[config.mk]
export PLATFORM = sky130hd
export DESIGN_NAME = drive_command_word_decoder
export DESIGN_NICKNAME = d
export VERILOG_FILES = /design/src/rtl/cmd_word_capture.v /design/src/rtl/stop_timer.v /design/src/rtl/drive_command_word_decoder.v
export VERILOG_INCLUDE_DIRS = /design/src /design/src/shared
export SDC_FILE = /design/constraint.sdc
export NUM_CORES = 1
export LEC_CHECK = 0
export ABC_AREA = 0
export ABC_CLOCK_PERIOD_IN_PS = 6800
export BUFFER_PORTS_ARGS = -buffer_cell sky130_fd_sc_hd__buf_2
export CORE_MARGIN = 4
export CORE_UTILIZATION = 50
export DETAILED_ROUTE_END_ITERATION = 8
export PLACE_DENSITY_LB_ADDON = 0.08
export SYNTH_ARGS = -nofsm -noshare
export SYNTH_HDL_FRONTEND = slang
export SYNTH_SLANG_ARGS = --single-unit
[constraint.sdc]
create_clock -name ref_clk_i -period 6.8 [get_ports ref_clk_i]
set_clock_uncertainty 0.05 [all_clocks]
set_input_delay 1.7 -clock ref_clk_i [delete_from_list [all_inputs] [get_ports ref_clk_i]]
set_output_delay 1.7 -clock ref_clk_i [all_outputs]
set_load 0.005 [all_outputs]
[src/shared/drive_cmd_defines.vh]
// Bit positions, reset values and timing counts of the drive command word
`ifndef DRIVE_CMD_DEFINES_VH
`define DRIVE_CMD_DEFINES_VH

// ****************************************
// Command word bit positions
// ****************************************
`define CW_NORMAL_STOP_N_BIT 0
`define CW_COAST_STOP_N_BIT 1
`define CW_EMERGENCY_STOP_N_BIT 2
`define CW_RUN_ENABLE_BIT 3
`define CW_RAMP_OUT_ENABLE_BIT 4
`define CW_RAMP_RUN_BIT 5
`define CW_RAMP_IN_ENABLE_BIT 6
`define CW_FAULT_RESET_BIT 7
`define CW_REMOTE_ENABLE_BIT 10
`define CW_LOCATION_SELECT_BIT 11

// ****************************************
// Reset values and widths
// ****************************************
`define CW_WIDTH 16
`define CW_RESET_VALUE 16'h0000
`define CW_USED_MASK 16'h0CFF

// ****************************************
// Drive state codes
// ****************************************
`define ST_SWITCH_ON_INHIBITED 3'h0
`define ST_READY_TO_SWITCH_ON 3'h1
`define ST_READY_TO_OPERATE 3'h2
`define ST_OPERATION_ENABLED 3'h3
`define ST_NORMAL_STOP 3'h4
`define ST_COAST_STOP 3'h5
`define ST_EMERGENCY_STOP 3'h6
`define ST_FAULT 3'h7

// ****************************************
// Timing
// ****************************************
`define CLK_FREQ_MHZ 200
`define ESTOP_TIME_US 1000
`define ESTOP_CYCLES (`ESTOP_TIME_US * `CLK_FREQ_MHZ)

`endif

[src/rtl/cmd_word_capture.v]
// Captures each new command word and flags the reset bit's rising edge
`timescale 1ns/100ps
`include "drive_cmd_defines.vh"

module cmd_word_capture #(
    parameter WIDTH = `CW_WIDTH
) (
    input wire ref_clk_i,
    input wire rst_i,
    input wire word_valid_i,
    input wire [WIDTH-1:0] word_i,
    output reg [WIDTH-1:0] word_o,
    output reg fault_reset_edge_o
);

    // Store word with reserved bits masked, detect reset edge vs last word
    always @(posedge ref_clk_i) begin
        if (rst_i) begin
            word_o <= `CW_RESET_VALUE;
            fault_reset_edge_o <= 1'b0;
        end else begin
            fault_reset_edge_o <= 1'b0;
            if (word_valid_i) begin
                word_o <= word_i & `CW_USED_MASK;
                fault_reset_edge_o <= word_i[`CW_FAULT_RESET_BIT] &
                    ~word_o[`CW_FAULT_RESET_BIT];
            end
        end
    end

endmodule

[src/rtl/stop_timer.v]
// Down counter bounding the emergency stop time
`timescale 1ns/100ps
`include "drive_cmd_defines.vh"

module stop_timer #(
    parameter COUNT = `ESTOP_CYCLES
) (
    input wire ref_clk_i,
    input wire rst_i,
    input wire start_i,
    input wire run_i,
    output reg done_o
);

    reg [31:0] count_r;

    // Load on start, count down while run, pulse done at zero
    always @(posedge ref_clk_i) begin
        if (rst_i) begin
            count_r <= 32'h0000_0000;
            done_o <= 1'b0;
        end else begin
            done_o <= 1'b0;
            if (start_i) begin
                count_r <= COUNT - 1;
            end else if (run_i) begin
                if (count_r == 32'h0000_0000) begin
                    // Toggle so the state leaving a cycle late sees one pulse
                    done_o <= ~done_o;
                end else begin
                    count_r <= count_r - 32'h0000_0001;
                end
            end
        end
    end

endmodule

[src/rtl/drive_command_word_decoder.v]
// Decoder of the drive command word into drive state and control levels
`timescale 1ns/100ps
`include "drive_cmd_defines.vh"

// What this block does
// - Bit0 low: ramp stop, then ready
// - Bit1 low: coast stop, then inhibited
// - Bit2 low: timed emergency stop, then inhibited
// - Bit3 set enables operation, clear drops to ready to operate
// - Bit3 drives run enable when fieldbus-sourced
// - Bit4 low forces ramp output zero
// - Bit5 low holds ramp output
// - Bit6 low forces ramp input zero
// - Bit7 rising edge resets fault
// - Bit10 low: only bits 0-2 act
// - Bit11 picks second external location
module drive_command_word_decoder #(
    parameter ESTOP_COUNT = `ESTOP_CYCLES
) (
    input wire ref_clk_i,
    input wire rst_i,
    input wire cmd_valid_i,
    input wire [`CW_WIDTH-1:0] drive_command_word_i,
    input wire run_enable_from_bus_i,
    input wire ramp_in_from_bus_i,
    input wire fault_reset_from_bus_i,
    input wire location_from_bus_i,
    input wire ext_run_enable_i,
    input wire fault_i,
    input wire motor_stopped_i,
    output reg [2:0] drive_state_o,
    output reg run_enable_o,
    output reg ramp_out_zero_o,
    output reg ramp_hold_o,
    output reg ramp_in_zero_o,
    output reg fault_reset_o,
    output reg external_location_select_o,
    output reg normal_stop_state_o,
    output reg coast_stop_state_o,
    output reg emergency_stop_state_o,
    output reg emergency_stop_timeout_o,
    output reg [`CW_WIDTH-1:0] drive_command_word_o
);

    // ****************************************
    // Command word capture and emergency stop timer
    // ****************************************
    wire [`CW_WIDTH-1:0] cw;
    wire reset_edge;
    wire estop_done;
    reg [2:0] state_r;
    reg [2:0] state_nxt;

    cmd_word_capture #(
        .WIDTH(`CW_WIDTH)
    ) u_capture (
        .ref_clk_i(ref_clk_i),
        .rst_i(rst_i),
        .word_valid_i(cmd_valid_i),
        .word_i(drive_command_word_i),
        .word_o(cw),
        .fault_reset_edge_o(reset_edge)
    );

    stop_timer #(
        .COUNT(ESTOP_COUNT)
    ) u_estop (
        .ref_clk_i(ref_clk_i),
        .rst_i(rst_i),
        .start_i(state_r != `ST_EMERGENCY_STOP &&
                 state_nxt == `ST_EMERGENCY_STOP),
        .run_i(state_r == `ST_EMERGENCY_STOP),
        .done_o(estop_done)
    );

    // ****************************************
    // Decoded command bits
    // ****************************************
    wire normal_stop_n = cw[`CW_NORMAL_STOP_N_BIT];
    wire coast_stop_n = cw[`CW_COAST_STOP_N_BIT];
    wire emergency_stop_n = cw[`CW_EMERGENCY_STOP_N_BIT];
    wire remote = cw[`CW_REMOTE_ENABLE_BIT];
    // Remaining bits only count with fieldbus control enabled
    wire op_enable = remote & cw[`CW_RUN_ENABLE_BIT];
    wire bus_reset = remote & fault_reset_from_bus_i & reset_edge;
    wire run_en = run_enable_from_bus_i ? op_enable :
        ext_run_enable_i;

    // ****************************************
    // Drive state machine
    // ****************************************
    always @* begin
        state_nxt = state_r;
        case (state_r)
            `ST_FAULT: begin
                if (bus_reset)
                    state_nxt = `ST_SWITCH_ON_INHIBITED;
            end
            `ST_COAST_STOP: begin
                if (motor_stopped_i)
                    state_nxt = `ST_SWITCH_ON_INHIBITED;
            end
            `ST_EMERGENCY_STOP: begin
                if (motor_stopped_i || estop_done)
                    state_nxt = `ST_SWITCH_ON_INHIBITED;
            end
            `ST_NORMAL_STOP: begin
                if (!coast_stop_n)
                    state_nxt = `ST_COAST_STOP;
                else if (!emergency_stop_n)
                    state_nxt = `ST_EMERGENCY_STOP;
                else if (motor_stopped_i)
                    state_nxt = `ST_READY_TO_SWITCH_ON;
            end
            `ST_SWITCH_ON_INHIBITED: begin
                if (coast_stop_n && emergency_stop_n && !normal_stop_n)
                    state_nxt = `ST_READY_TO_SWITCH_ON;
            end
            `ST_READY_TO_SWITCH_ON,
            `ST_READY_TO_OPERATE,
            `ST_OPERATION_ENABLED: begin
                if (!coast_stop_n)
                    state_nxt = `ST_COAST_STOP;
                else if (!emergency_stop_n)
                    state_nxt = `ST_EMERGENCY_STOP;
                else if (!normal_stop_n)
                    state_nxt = (state_r == `ST_READY_TO_SWITCH_ON) ?
                        `ST_READY_TO_SWITCH_ON : `ST_NORMAL_STOP;
                else if (op_enable && run_en)
                    state_nxt = `ST_OPERATION_ENABLED;
                else
                    state_nxt = `ST_READY_TO_OPERATE;
            end
            default: state_nxt = `ST_SWITCH_ON_INHIBITED;
        endcase
        // Fault overrides every state except an active fault reset
        if (fault_i && state_r != `ST_FAULT)
            state_nxt = `ST_FAULT;
    end

    // ****************************************
    // Registered outputs
    // ****************************************
    always @(posedge ref_clk_i) begin
        if (rst_i) begin
            state_r <= `ST_SWITCH_ON_INHIBITED;
            drive_state_o <= `ST_SWITCH_ON_INHIBITED;
            run_enable_o <= 1'b0;
            ramp_out_zero_o <= 1'b1;
            ramp_hold_o <= 1'b1;
            ramp_in_zero_o <= 1'b1;
            fault_reset_o <= 1'b0;
            external_location_select_o <= 1'b0;
            normal_stop_state_o <= 1'b0;
            coast_stop_state_o <= 1'b0;
            emergency_stop_state_o <= 1'b0;
            emergency_stop_timeout_o <= 1'b0;
            drive_command_word_o <= `CW_RESET_VALUE;
        end else begin
            state_r <= state_nxt;
            drive_state_o <= state_nxt;
            run_enable_o <= run_enable_from_bus_i & op_enable;
            // Ramp output released only while operation is enabled; hold and input ignore state
            ramp_out_zero_o <= !(state_nxt == `ST_OPERATION_ENABLED &&
                remote && cw[`CW_RAMP_OUT_ENABLE_BIT]);
            ramp_hold_o <= !(remote && cw[`CW_RAMP_RUN_BIT]);
            ramp_in_zero_o <= ramp_in_from_bus_i &&
                !(remote && cw[`CW_RAMP_IN_ENABLE_BIT]);
            fault_reset_o <= bus_reset && (state_r == `ST_FAULT);
            if (remote && location_from_bus_i)
                external_location_select_o <=
                    cw[`CW_LOCATION_SELECT_BIT];
            normal_stop_state_o <= (state_nxt == `ST_NORMAL_STOP);
            coast_stop_state_o <= (state_nxt == `ST_COAST_STOP);
            emergency_stop_state_o <= (state_nxt == `ST_EMERGENCY_STOP);
            emergency_stop_timeout_o <= estop_done;
            drive_command_word_o <= cw;
        end
    end

endmodule

==> reports/metrics.cfg, run 1 <==
[hold_path]
hold_path_class=reg2reg

[yosys]
synth_commonest_cells=dfxtp_1 (67), nor2_1 (51), nand2_1 (24)
synth_top_area_frac=0.469
ys.flop_type=dfxtp_1
ys_ff_latch=67
synth_top_area_cell=dfxtp_1
ys_seq_area_frac=0.469
yosysMostFrequentCell=dfxtp_1
synth_area_leaders=dfxtp_1 (47%), nor2_1 (6.7%), xor2_1 (4.0%)
avgSynthCellArea_um2=8.99
synth_area_um2=2860
synthDistinctLibCells=50
syn_inst=318
synth_edf_count=0
synth_async_sr_flop_share=0
ys_warn_count=0

[clock_tree]
cts_tree=done
cts_resized=0
clk_latency_ns=0.34
cts-hold-fix-buffers=0
clock_sinks=67
clockBufferDepth=2
cts_buffers=9
htreeDepth=3
cts-root-buf=clkbuf_8
clk_pin_slew_ns=0.07
cts_setup_buffers=0

[final_layout]
drive_gt1_frac=0.175
n_antenna_cell=0
fin_nets=383
utilization=0.587
nFillCells=489
stdcell_area_um2=3250
syn_to_final_growth_pct=13.8

[die]
ioPinCount=55
coreArea_um2=5540
start_util=0.516
die_x_um=83.6
rows=27
die_area_um2=6990
dieHeight_um=83.6

[worst_setup_path]
worst-path-buf-inv=1
cp-end-kind=flip-flop
crit_family=compound AO/OA/AOI/OAI gates
crit_start=motor_stopped_i
reg2reg_slack_ns=3.84
crit_fanout=21
cp.depth=7
cpMaxStageDelayCell=a41o_1
reg2regPathDepth=6
critPathKind=in2reg
crit_end=u_estop.count_r[31]
cpMostUsedCell=nor2_1
required_ns=6.95
crit_chain=buf_2, nor2_1, nor2_1, o21a_1, o21ai_0, a41o_1, nor2_1
worstReg2RegEnd=u_estop.count_r[0]
critPathMaxStageDelay_ns=0.73
cp-start-kind=input pin
rr_startpoint=u_estop.count_r[12]
worstPathArrival_ns=3.56

[pwr]
powerDensity_nw_per_um2=286
irDropWorstVdd_mv=0.146
p_leak_nw=1.34
power_mw=0.931

[sta]
setup_viol=0
hold_violations=0
fin_hold_ws_ns=0.352
setup_tns_ns=0
max-slew-margin-rel=0.175
fmax_mhz=293
final_max_slew_viol_count=0
worst_pin_slew_ns=1.23
fin_crit_ns=3.41
rsz0062_at_grt=no
post-route-period-util=0.502

[placed_design]
port_buffers=42
dpl_cell_area_um2=3060
place_congestion=0.783
dpl.hpwl_um=3930

[run_status]
status=finished, final reports clean

[routing]
drt_first_pass_iters=4
wl_um=5680
post-route-drc-count=0
ant_nets=0
first_iter_violations=83
wl_per_cell_um=13.1
num_vias=2267
via_per_inst=5.24

[global_route]
grt_overflow=0
grt_max_degree=42
grt_usage=0.174
grt_pass1_vias=2171
antenna_found_initial=0
grt_pass1_wl_um=9880

[job]
maxCapViolations=0

-- through the flow --
step,worst slack [ns],cells
after floorplan,3.67,323
after global placement,3.02,417
after detailed placement,3.02,417
after CTS,3.39,433
after global routing,3.14,433
final,3.39,433
-- how the worst min path moves through the flow --
stage,from,to,slack [ns],cells past startpoint
final,u_capture.word_o[5],ramp_hold_o,0.35,1
after global routing,u_capture.word_o[5],ramp_hold_o,0.37,1
after CTS,u_capture.word_o[5],ramp_hold_o,0.36,1
after detailed placement,u_capture.word_o[5],ramp_hold_o,0.34,1
after global placement,u_capture.word_o[5],ramp_hold_o,0.34,1
after floorplan,u_capture.word_o[5],ramp_hold_o,0.32,1
-- kinds of logic (layout without fill, tap and decap cells) --
logic type                 after synthesis  count (layout)  synth area share
xor gates and xnor gates                24              24            0.0736
muxes                                   10              10            0.0350
buffers and inverters                   26              64            0.0473
DFF                                     67              67             0.469
other                                    1               6           0.00131
AOI/OAI and AO/OA                       37              37            0.0849
adders and majority gates                1               1           0.00438
and+or+nand+nor                        152             152             0.284
-- where the power goes --
part           leakage [nW]  switching [mW]  internal [mW]  total [mW]
Sequential            0.546          0.0206          0.415       0.435
Combinational         0.694           0.108         0.0662       0.175
Clock                0.0947           0.142          0.180       0.321
-- placed cells by master (no fill, tap or decap), types with 4 or more instances in the layout --
master / n
nor2_1: 51
a31oi_1: 4
inv_1: 6
dfxtp_1: 67
nand2b_1: 4
clkbuf_1: 4
and3_1: 5
xnor2_1: 11
buf_2: 42
conb_1: 6
o21ai_0: 6
nor2b_1: 10
nor4_1: 9
xor2_1: 13
a21oi_1: 16
nand2_1: 24
nor3_1: 12
nand3_1: 10
mux2i_1: 10
clkbuf_8: 10
-- layout make-up --
class / count / area (um2) / area share
clock buffers: 14 / 153 / 0.0469
repair buffers: 42 / 210 / 0.0646
well taps: 72 / 90.1 / 0.0277
clock inverters: 2 / 35.0 / 0.0108
flip-flops and latches: 67 / 1340 / 0.412
multi-input cells: 230 / 1400 / 0.431
inverters: 6 / 22.5 / 0.00693
-- registers in the layout, summed over array words and instances, names as in the netlist, 3 cells and up --
register,cells
u_estop.count_r,32
u_capture.word_o,10
drive_command_word_o,10
state_r,3
-- layer usage --
layer / share of wire / track usage / wire length, um / vias up
met5: 0 / 0 / 0 / -
met3: 0.051 / 0.0474 / 287 / 8
li1: - / - / - / 1162
met4: 0.017 / 0.0819 / 94 / 0
met1: 0.47 / 0.222 / 2670 / 1049
met2: 0.46 / 0.273 / 2620 / 48
Power figures use the tool's default switching activity.
==> run 2: changes to the inputs <==
ABC_CLOCK_PERIOD_IN_PS = 3300   (was 6800)
clock period = 3.3 ns   (was 6.8 ns; I/O delays follow)
==> run 2 against run 1 <==
  * Clock power increased by 100%
  * Clock-buffer cell count decreased by 3
  * Worst setup slack got worse by 2.4 ns
  * Flip-flop and latch count unchanged
  * Total power increased by 110%
  * Routed wire length increased by 0.42%
  * Non-clock buffer count increased by 6
  * Sequential share of layout area decreased by 0.49 points
  * Global-route usage decreased by 0.48 points
  * Register-to-register slack got worse by 2.9 ns
==> reports/metrics.cfg, run 2 (synthesized netlist as in run 1, its figures left out) <==
[clock_tree]
cts_buffers=9  ; unchanged
cts-hold-fix-buffers=0  ; unchanged
clock_sinks=67  ; unchanged
cts_resized=0  ; unchanged
cts_setup_buffers=0  ; unchanged
clockBufferDepth=2  ; unchanged
cts-root-buf=clkbuf_8
clk_pin_slew_ns=0.07  ; about the same
clk_latency_ns=0.34  ; about the same
htreeDepth=3  ; unchanged
cts_tree=done

[routing]
post-route-drc-count=0  ; unchanged
wl_per_cell_um=13.0  ; -0.50%
wl_um=5700  ; +0.42%
via_per_inst=5.23  ; -0.13%
num_vias=2285  ; +0.79%
first_iter_violations=88  ; +6.0%
drt_first_pass_iters=4  ; unchanged
ant_nets=0  ; unchanged

[final_layout]
n_antenna_cell=0  ; unchanged
top_regs=u_estop.count_r: 32 flops, drive_command_word_o: 10 flops, u_capture.word_o: 10 flops
drive_gt1_frac=0.192  ; +0.0173
top_register=u_estop.count_r
final_common_cell=dfxtp_1
largest_reg_flops=32  ; unchanged
nFillCells=491  ; +0.41%
layout_common_cells=dfxtp_1 (67), nor2_1 (51), buf_2 (42)
fin_nets=389  ; +1.6%
syn_to_final_growth_pct=15.1

[pwr]
p_switching_mw=0.552  ; +100%
power_mw=1.92  ; +110%
switching_share=0.287  ; -0.00377
p_clk_frac=0.335  ; -0.010
p_leak_nw=1.36  ; +2.1%
pwr-share-seq=0.466  ; about the same
internal-power_mw=1.37  ; +110%
combPwrFrac=0.199  ; +0.012
powerDensity_nw_per_um2=585  ; +100%
irDropWorstVdd_mv=0.311  ; +110%

[global_route]
antenna_found_initial=0  ; unchanged
grt_overflow=0  ; unchanged
grt_pass1_vias=2161  ; -0.46%
grt_pass1_wl_um=9820  ; -0.63%
grt_max_degree=24  ; -43%
grt_usage=0.170  ; -0.00478
met2_usage=0.266  ; -0.00723
met3_usage=0.0385  ; -0.00888
use_met1=0.226  ; +0.00415
busiest_layer=met2

[sta]
post-route-period-util=0.706
setup_tns_ns=0  ; unchanged
worst_pin_slew_ns=0.648  ; -0.580 ns
hold_violations=0  ; unchanged
setup_viol=0  ; unchanged
fin_ws_ns=0.972  ; -2.42 ns
fmax_mhz=429
rsz0062_at_grt=no
final_max_slew_viol_count=0  ; unchanged
max-slew-margin-rel=0.564  ; +0.389
fin_crit_ns=2.33

[placed_design]
dpl.hpwl_um=4090  ; +4.0%
pre_cts_ws_ns=0.711  ; -2.31 ns
port_buffers=42  ; unchanged
place_congestion=0.798  ; +1.9%

[run_status]
status=finished, final reports clean

[worst_setup_path]
worstPathArrival_ns=2.50  ; -1.06 ns
rr_startpoint=u_estop.count_r[12]
cp-end-kind=flip-flop
critPathKind=reg2reg
worstReg2RegEnd=u_estop.count_r[15]
cp-start-kind=flip-flop
reg2regPathDepth=6  ; unchanged
crit_fanout=6  ; -71%
reg2reg_slack_ns=0.97  ; -2.87 ns
required_ns=3.47  ; -3.48 ns

[hold_path]
hold_path_class=reg2reg
holdPathStages=1  ; unchanged
min_to=ramp_hold_o
hold_start=u_capture.word_o[5]

[die]
coreArea_um2=5540  ; unchanged
dieHeight_um=83.6  ; unchanged
ioPinCount=55  ; unchanged
die_area_um2=6990  ; unchanged
start_util=0.516  ; unchanged
rows=27  ; unchanged
die_x_um=83.6  ; unchanged

[job]
maxCapViolations=0  ; unchanged

run 2: area by class of cell:
type	instances	area, um2	share of cell area
repair buffers	48	255	0.0776
well taps	72	90.1	0.0274
clock buffers	11	141	0.0430
inverters	6	22.5	0.00684
clock inverters	3	40.0	0.0122
multi-input cells	230	1400	0.425
flip-flops and latches	67	1340	0.408
run 2: how the worst max path moves through the flow:
stage                        startpoint                  end  depth (start not counted)  slack [ns]
floorplan               motor_stopped_i  u_estop.count_r[12]                          7        1.05
global placement        motor_stopped_i   u_estop.count_r[6]                          8        0.75
detailed placement      motor_stopped_i  u_estop.count_r[20]                          8        0.71
CTS                 u_estop.count_r[12]  u_estop.count_r[15]                          6        0.96
global route        u_estop.count_r[12]  u_estop.count_r[31]                          6        0.71
finish              u_estop.count_r[12]  u_estop.count_r[15]                          6        0.97
run 2: stage by stage:
step | hold WS [ns] | util | cells | instance area, um2
floorplan | 0.316 | - | 323 | 2880
global placement | 0.335 | 0.561 | 423 | 3110
detailed placement | 0.335 | 0.561 | 423 | 3110
CTS | 0.356 | 0.594 | 437 | 3290
global route | 0.374 | 0.594 | 437 | 3290
finish | 0.347 | 0.594 | 437 | 3290
run 2: power by group through the flow:
stage	combinational (mW)	sequential (mW)	clock [mW]
2_1_floorplan	0.311	0.902	0
3_3_place_gp	0.381	0.914	0
3_5_place_dp	0.384	0.915	0
4_1_cts	0.385	0.897	0.666
5_1_grt	0.427	0.905	0.700
6_report	0.383	0.898	0.644
run 2: layer usage:
layer  share of wire  wire, um
met5               0         0
met4           0.019       109
met3           0.052       297
met2            0.45      2570
met1            0.48      2720
run 2: critical path, stage by stage, from the launching register on:
cell and delay, ns:
dfxtp_1 0.35, nor4_2 0.45, nand3_1 0.38, or4_4 0.64
nand4b_1 0.14, xor2_1 0.15, nor2_1 0.05
==> run 3: changes to the inputs <==
ABC_CLOCK_PERIOD_IN_PS = 2100   (was 3300)
CORE_UTILIZATION = 49   (was 50)
clock period = 2.1 ns   (was 3.3 ns; I/O delays follow)
==> run 3 against run 2 <==
  * Global-route usage rose by 0.65 points
  * Fmax rose by 13%
  * Largest power group unchanged
  * Critical path type unchanged
  * Die area rose by 1.9%
  * Final area rose by 9.8%
==> reports/metrics.cfg, run 3 (synthesized netlist as in run 1, its figures left out) <==
[sta]
fin_crit_ns=2.05  ; -0.277 ns
final_max_slew_viol_count=0  ; unchanged
hold_violations=0  ; unchanged
fin_hold_ws_ns=0.333  ; -0.0139 ns
post-route-period-util=0.977  ; +0.272
fmax_mhz=487  ; +13%
rsz0062_at_grt=yes
setup_viol=0  ; unchanged
setup_tns_ns=0  ; unchanged
fin_ws_ns=0.0480  ; -0.923 ns

[job]
maxCapViolations=0  ; unchanged

[pwr]
pwr-share-seq=0.424  ; -0.042
p_clk_frac=0.331  ; -0.004
p_switching_mw=1.02  ; +85%
irDropWorstVdd_mv=0.576  ; +85%
switching_share=0.308  ; +0.0209
p_leak_nw=1.54  ; +13%
power_mw=3.32  ; +73%
internal-power_mw=2.30  ; +68%
powerDensity_nw_per_um2=919  ; +57%
combPwrFrac=0.245  ; +0.046

[final_layout]
stdcell_area_um2=3610  ; +9.8%
layout_common_cells=dfxtp_1 (65), nor2_1 (50), buf_2 (42)
top_regs=u_estop.count_r: 32 flops, drive_command_word_o: 10 flops, u_capture.word_o: 10 flops
final_common_cell=dfxtp_1
largest_reg_flops=32  ; unchanged
drive_gt1_frac=0.289  ; +0.0972
fin_nets=413  ; +6.2%
stdcell_count=463  ; +5.9%
syn_to_final_growth_pct=26.5
n_antenna_cell=0  ; unchanged
top_register=u_estop.count_r
utilization=0.648  ; +0.0545

[placed_design]
pre_cts_ws_ns=0.00686  ; -0.704 ns
dpl_cell_area_um2=3280  ; +5.5%
place_congestion=0.788  ; -1.2%
place_inst=444  ; +5.0%
port_buffers=42  ; unchanged
dpl.hpwl_um=4080  ; -0.11%

[worst_setup_path]
worstPathArrival_ns=2.22  ; -0.28 ns
critPathMaxStageDelay_ns=0.53  ; -0.11 ns
crit_fanout=7  ; +1
cpMaxStageDelayCell=or4_4
cp-end-kind=flip-flop
critPathKind=reg2reg
crit_chain=or4_4, nand2b_4, nor4_4, buf_6, nor3_1, xnor2_1, a21oi_1
required_ns=2.26  ; -1.21 ns
cp-start-kind=flip-flop

[clock_tree]
clk_pin_slew_ns=0.08  ; about the same
cts-root-buf=clkbuf_8
clock_sinks=67  ; unchanged
clk_latency_ns=0.35  ; about the same
cts-hold-fix-buffers=0  ; unchanged
clockBufferDepth=2  ; unchanged
cts_tree=done
cts_buffers=9  ; unchanged
htreeDepth=3  ; unchanged

[global_route]
grt_usage=0.176  ; +0.00650
grt_pass1_vias=2307  ; +6.8%
grt_overflow=0  ; unchanged
grt_pass1_wl_um=10200  ; +4.0%
antenna_found_initial=0  ; unchanged
grt_max_degree=22  ; -8.3%

[hold_path]
hold_path_class=in2reg

[routing]
first_iter_violations=72  ; -18%
via_per_inst=5.15  ; -1.5%
ant_nets=0  ; unchanged
wl_um=5960  ; +4.6%
num_vias=2385  ; +4.4%
post-route-drc-count=0  ; unchanged
drt_first_pass_iters=4  ; unchanged
wl_per_cell_um=12.9  ; -1.3%

[die]
ioPinCount=55  ; unchanged
rows=27  ; unchanged
die_x_um=84.4  ; +0.92%
dieHeight_um=84.4  ; +0.92%
die_area_um2=7120  ; +1.9%
coreArea_um2=5570  ; +0.61%
start_util=0.513  ; -0.00313

[run_status]
status=finished, final reports clean

[run 3: cell count changes in the layout (fill, tap and decap cells not counted), sizes merged]
| cell | delta |
|---|---|
| clkbuf | -2 |
| buf | +24 |
| clkinvlp | +1 |
| clkinv | -1 |
| inv | +4 |
[run 3: final cells by class]
type	instances	area, um2
Timing Repair Buffer	72	452
Tap cell	72	90.1
Inverter	6	22.5
Multi-Input combinational cell	230	1500
Sequential cell	67	1340
Clock inverter	7	81.3
Clock buffer	9	124
Fill cell	512	1960
[run 3: final timing paths]
path / from / end / slack, ns / cells after the start
setup reg to reg: u_estop.count_r[4] / u_estop.count_r[5] / 0.05 / 7
hold reg to reg: u_capture.word_o[5] / ramp_hold_o / 0.35 / 1
setup / recovery: u_estop.count_r[4] / u_estop.count_r[5] / 0.05 / 7
hold / removal: ramp_in_from_bus_i / ramp_in_zero_o / 0.33 / 2
[run 3: worst max-delay path: cells and delay by family, from the launching register on]
family / cells / cell delay, ns
simple gates: 4 / 1.17
xor+xnor: 1 / 0.13
flops: 1 / 0.31
buf+inv: 1 / 0.18
compound gates: 1 / 0.08
[run 3: metal layers]
layer	GRT usage	vias up	part of all wire
met3	0.0550	14	0.054
met1	0.213	1101	0.46
met4	0.0849	0	0.023
met2	0.284	47	0.47
met5	0	-	0
li1	-	1223	-
[run 3: timing repair]
| action | in CTS | in global routing |
|---|---|---|
| cloned | 1 | 0 |
| pin swaps | 2 | 8 |
| resized for setup | 2 | 22 |
| buffers inserted | 0 | 2 |
| endpoints found under the setup margin | 4 | 34 |
[run 3: power groups by stage]
stage / clock, mW / combinational (mW) / sequential (mW)
2_1_floorplan: 0 / 0.488 / 1.42
3_3_place_gp: 0 / 0.697 / 1.43
3_5_place_dp: 0 / 0.700 / 1.43
4_1_cts: 1.14 / 0.747 / 1.40
5_1_grt: 1.19 / 0.901 / 1.42
6_report: 1.10 / 0.814 / 1.41
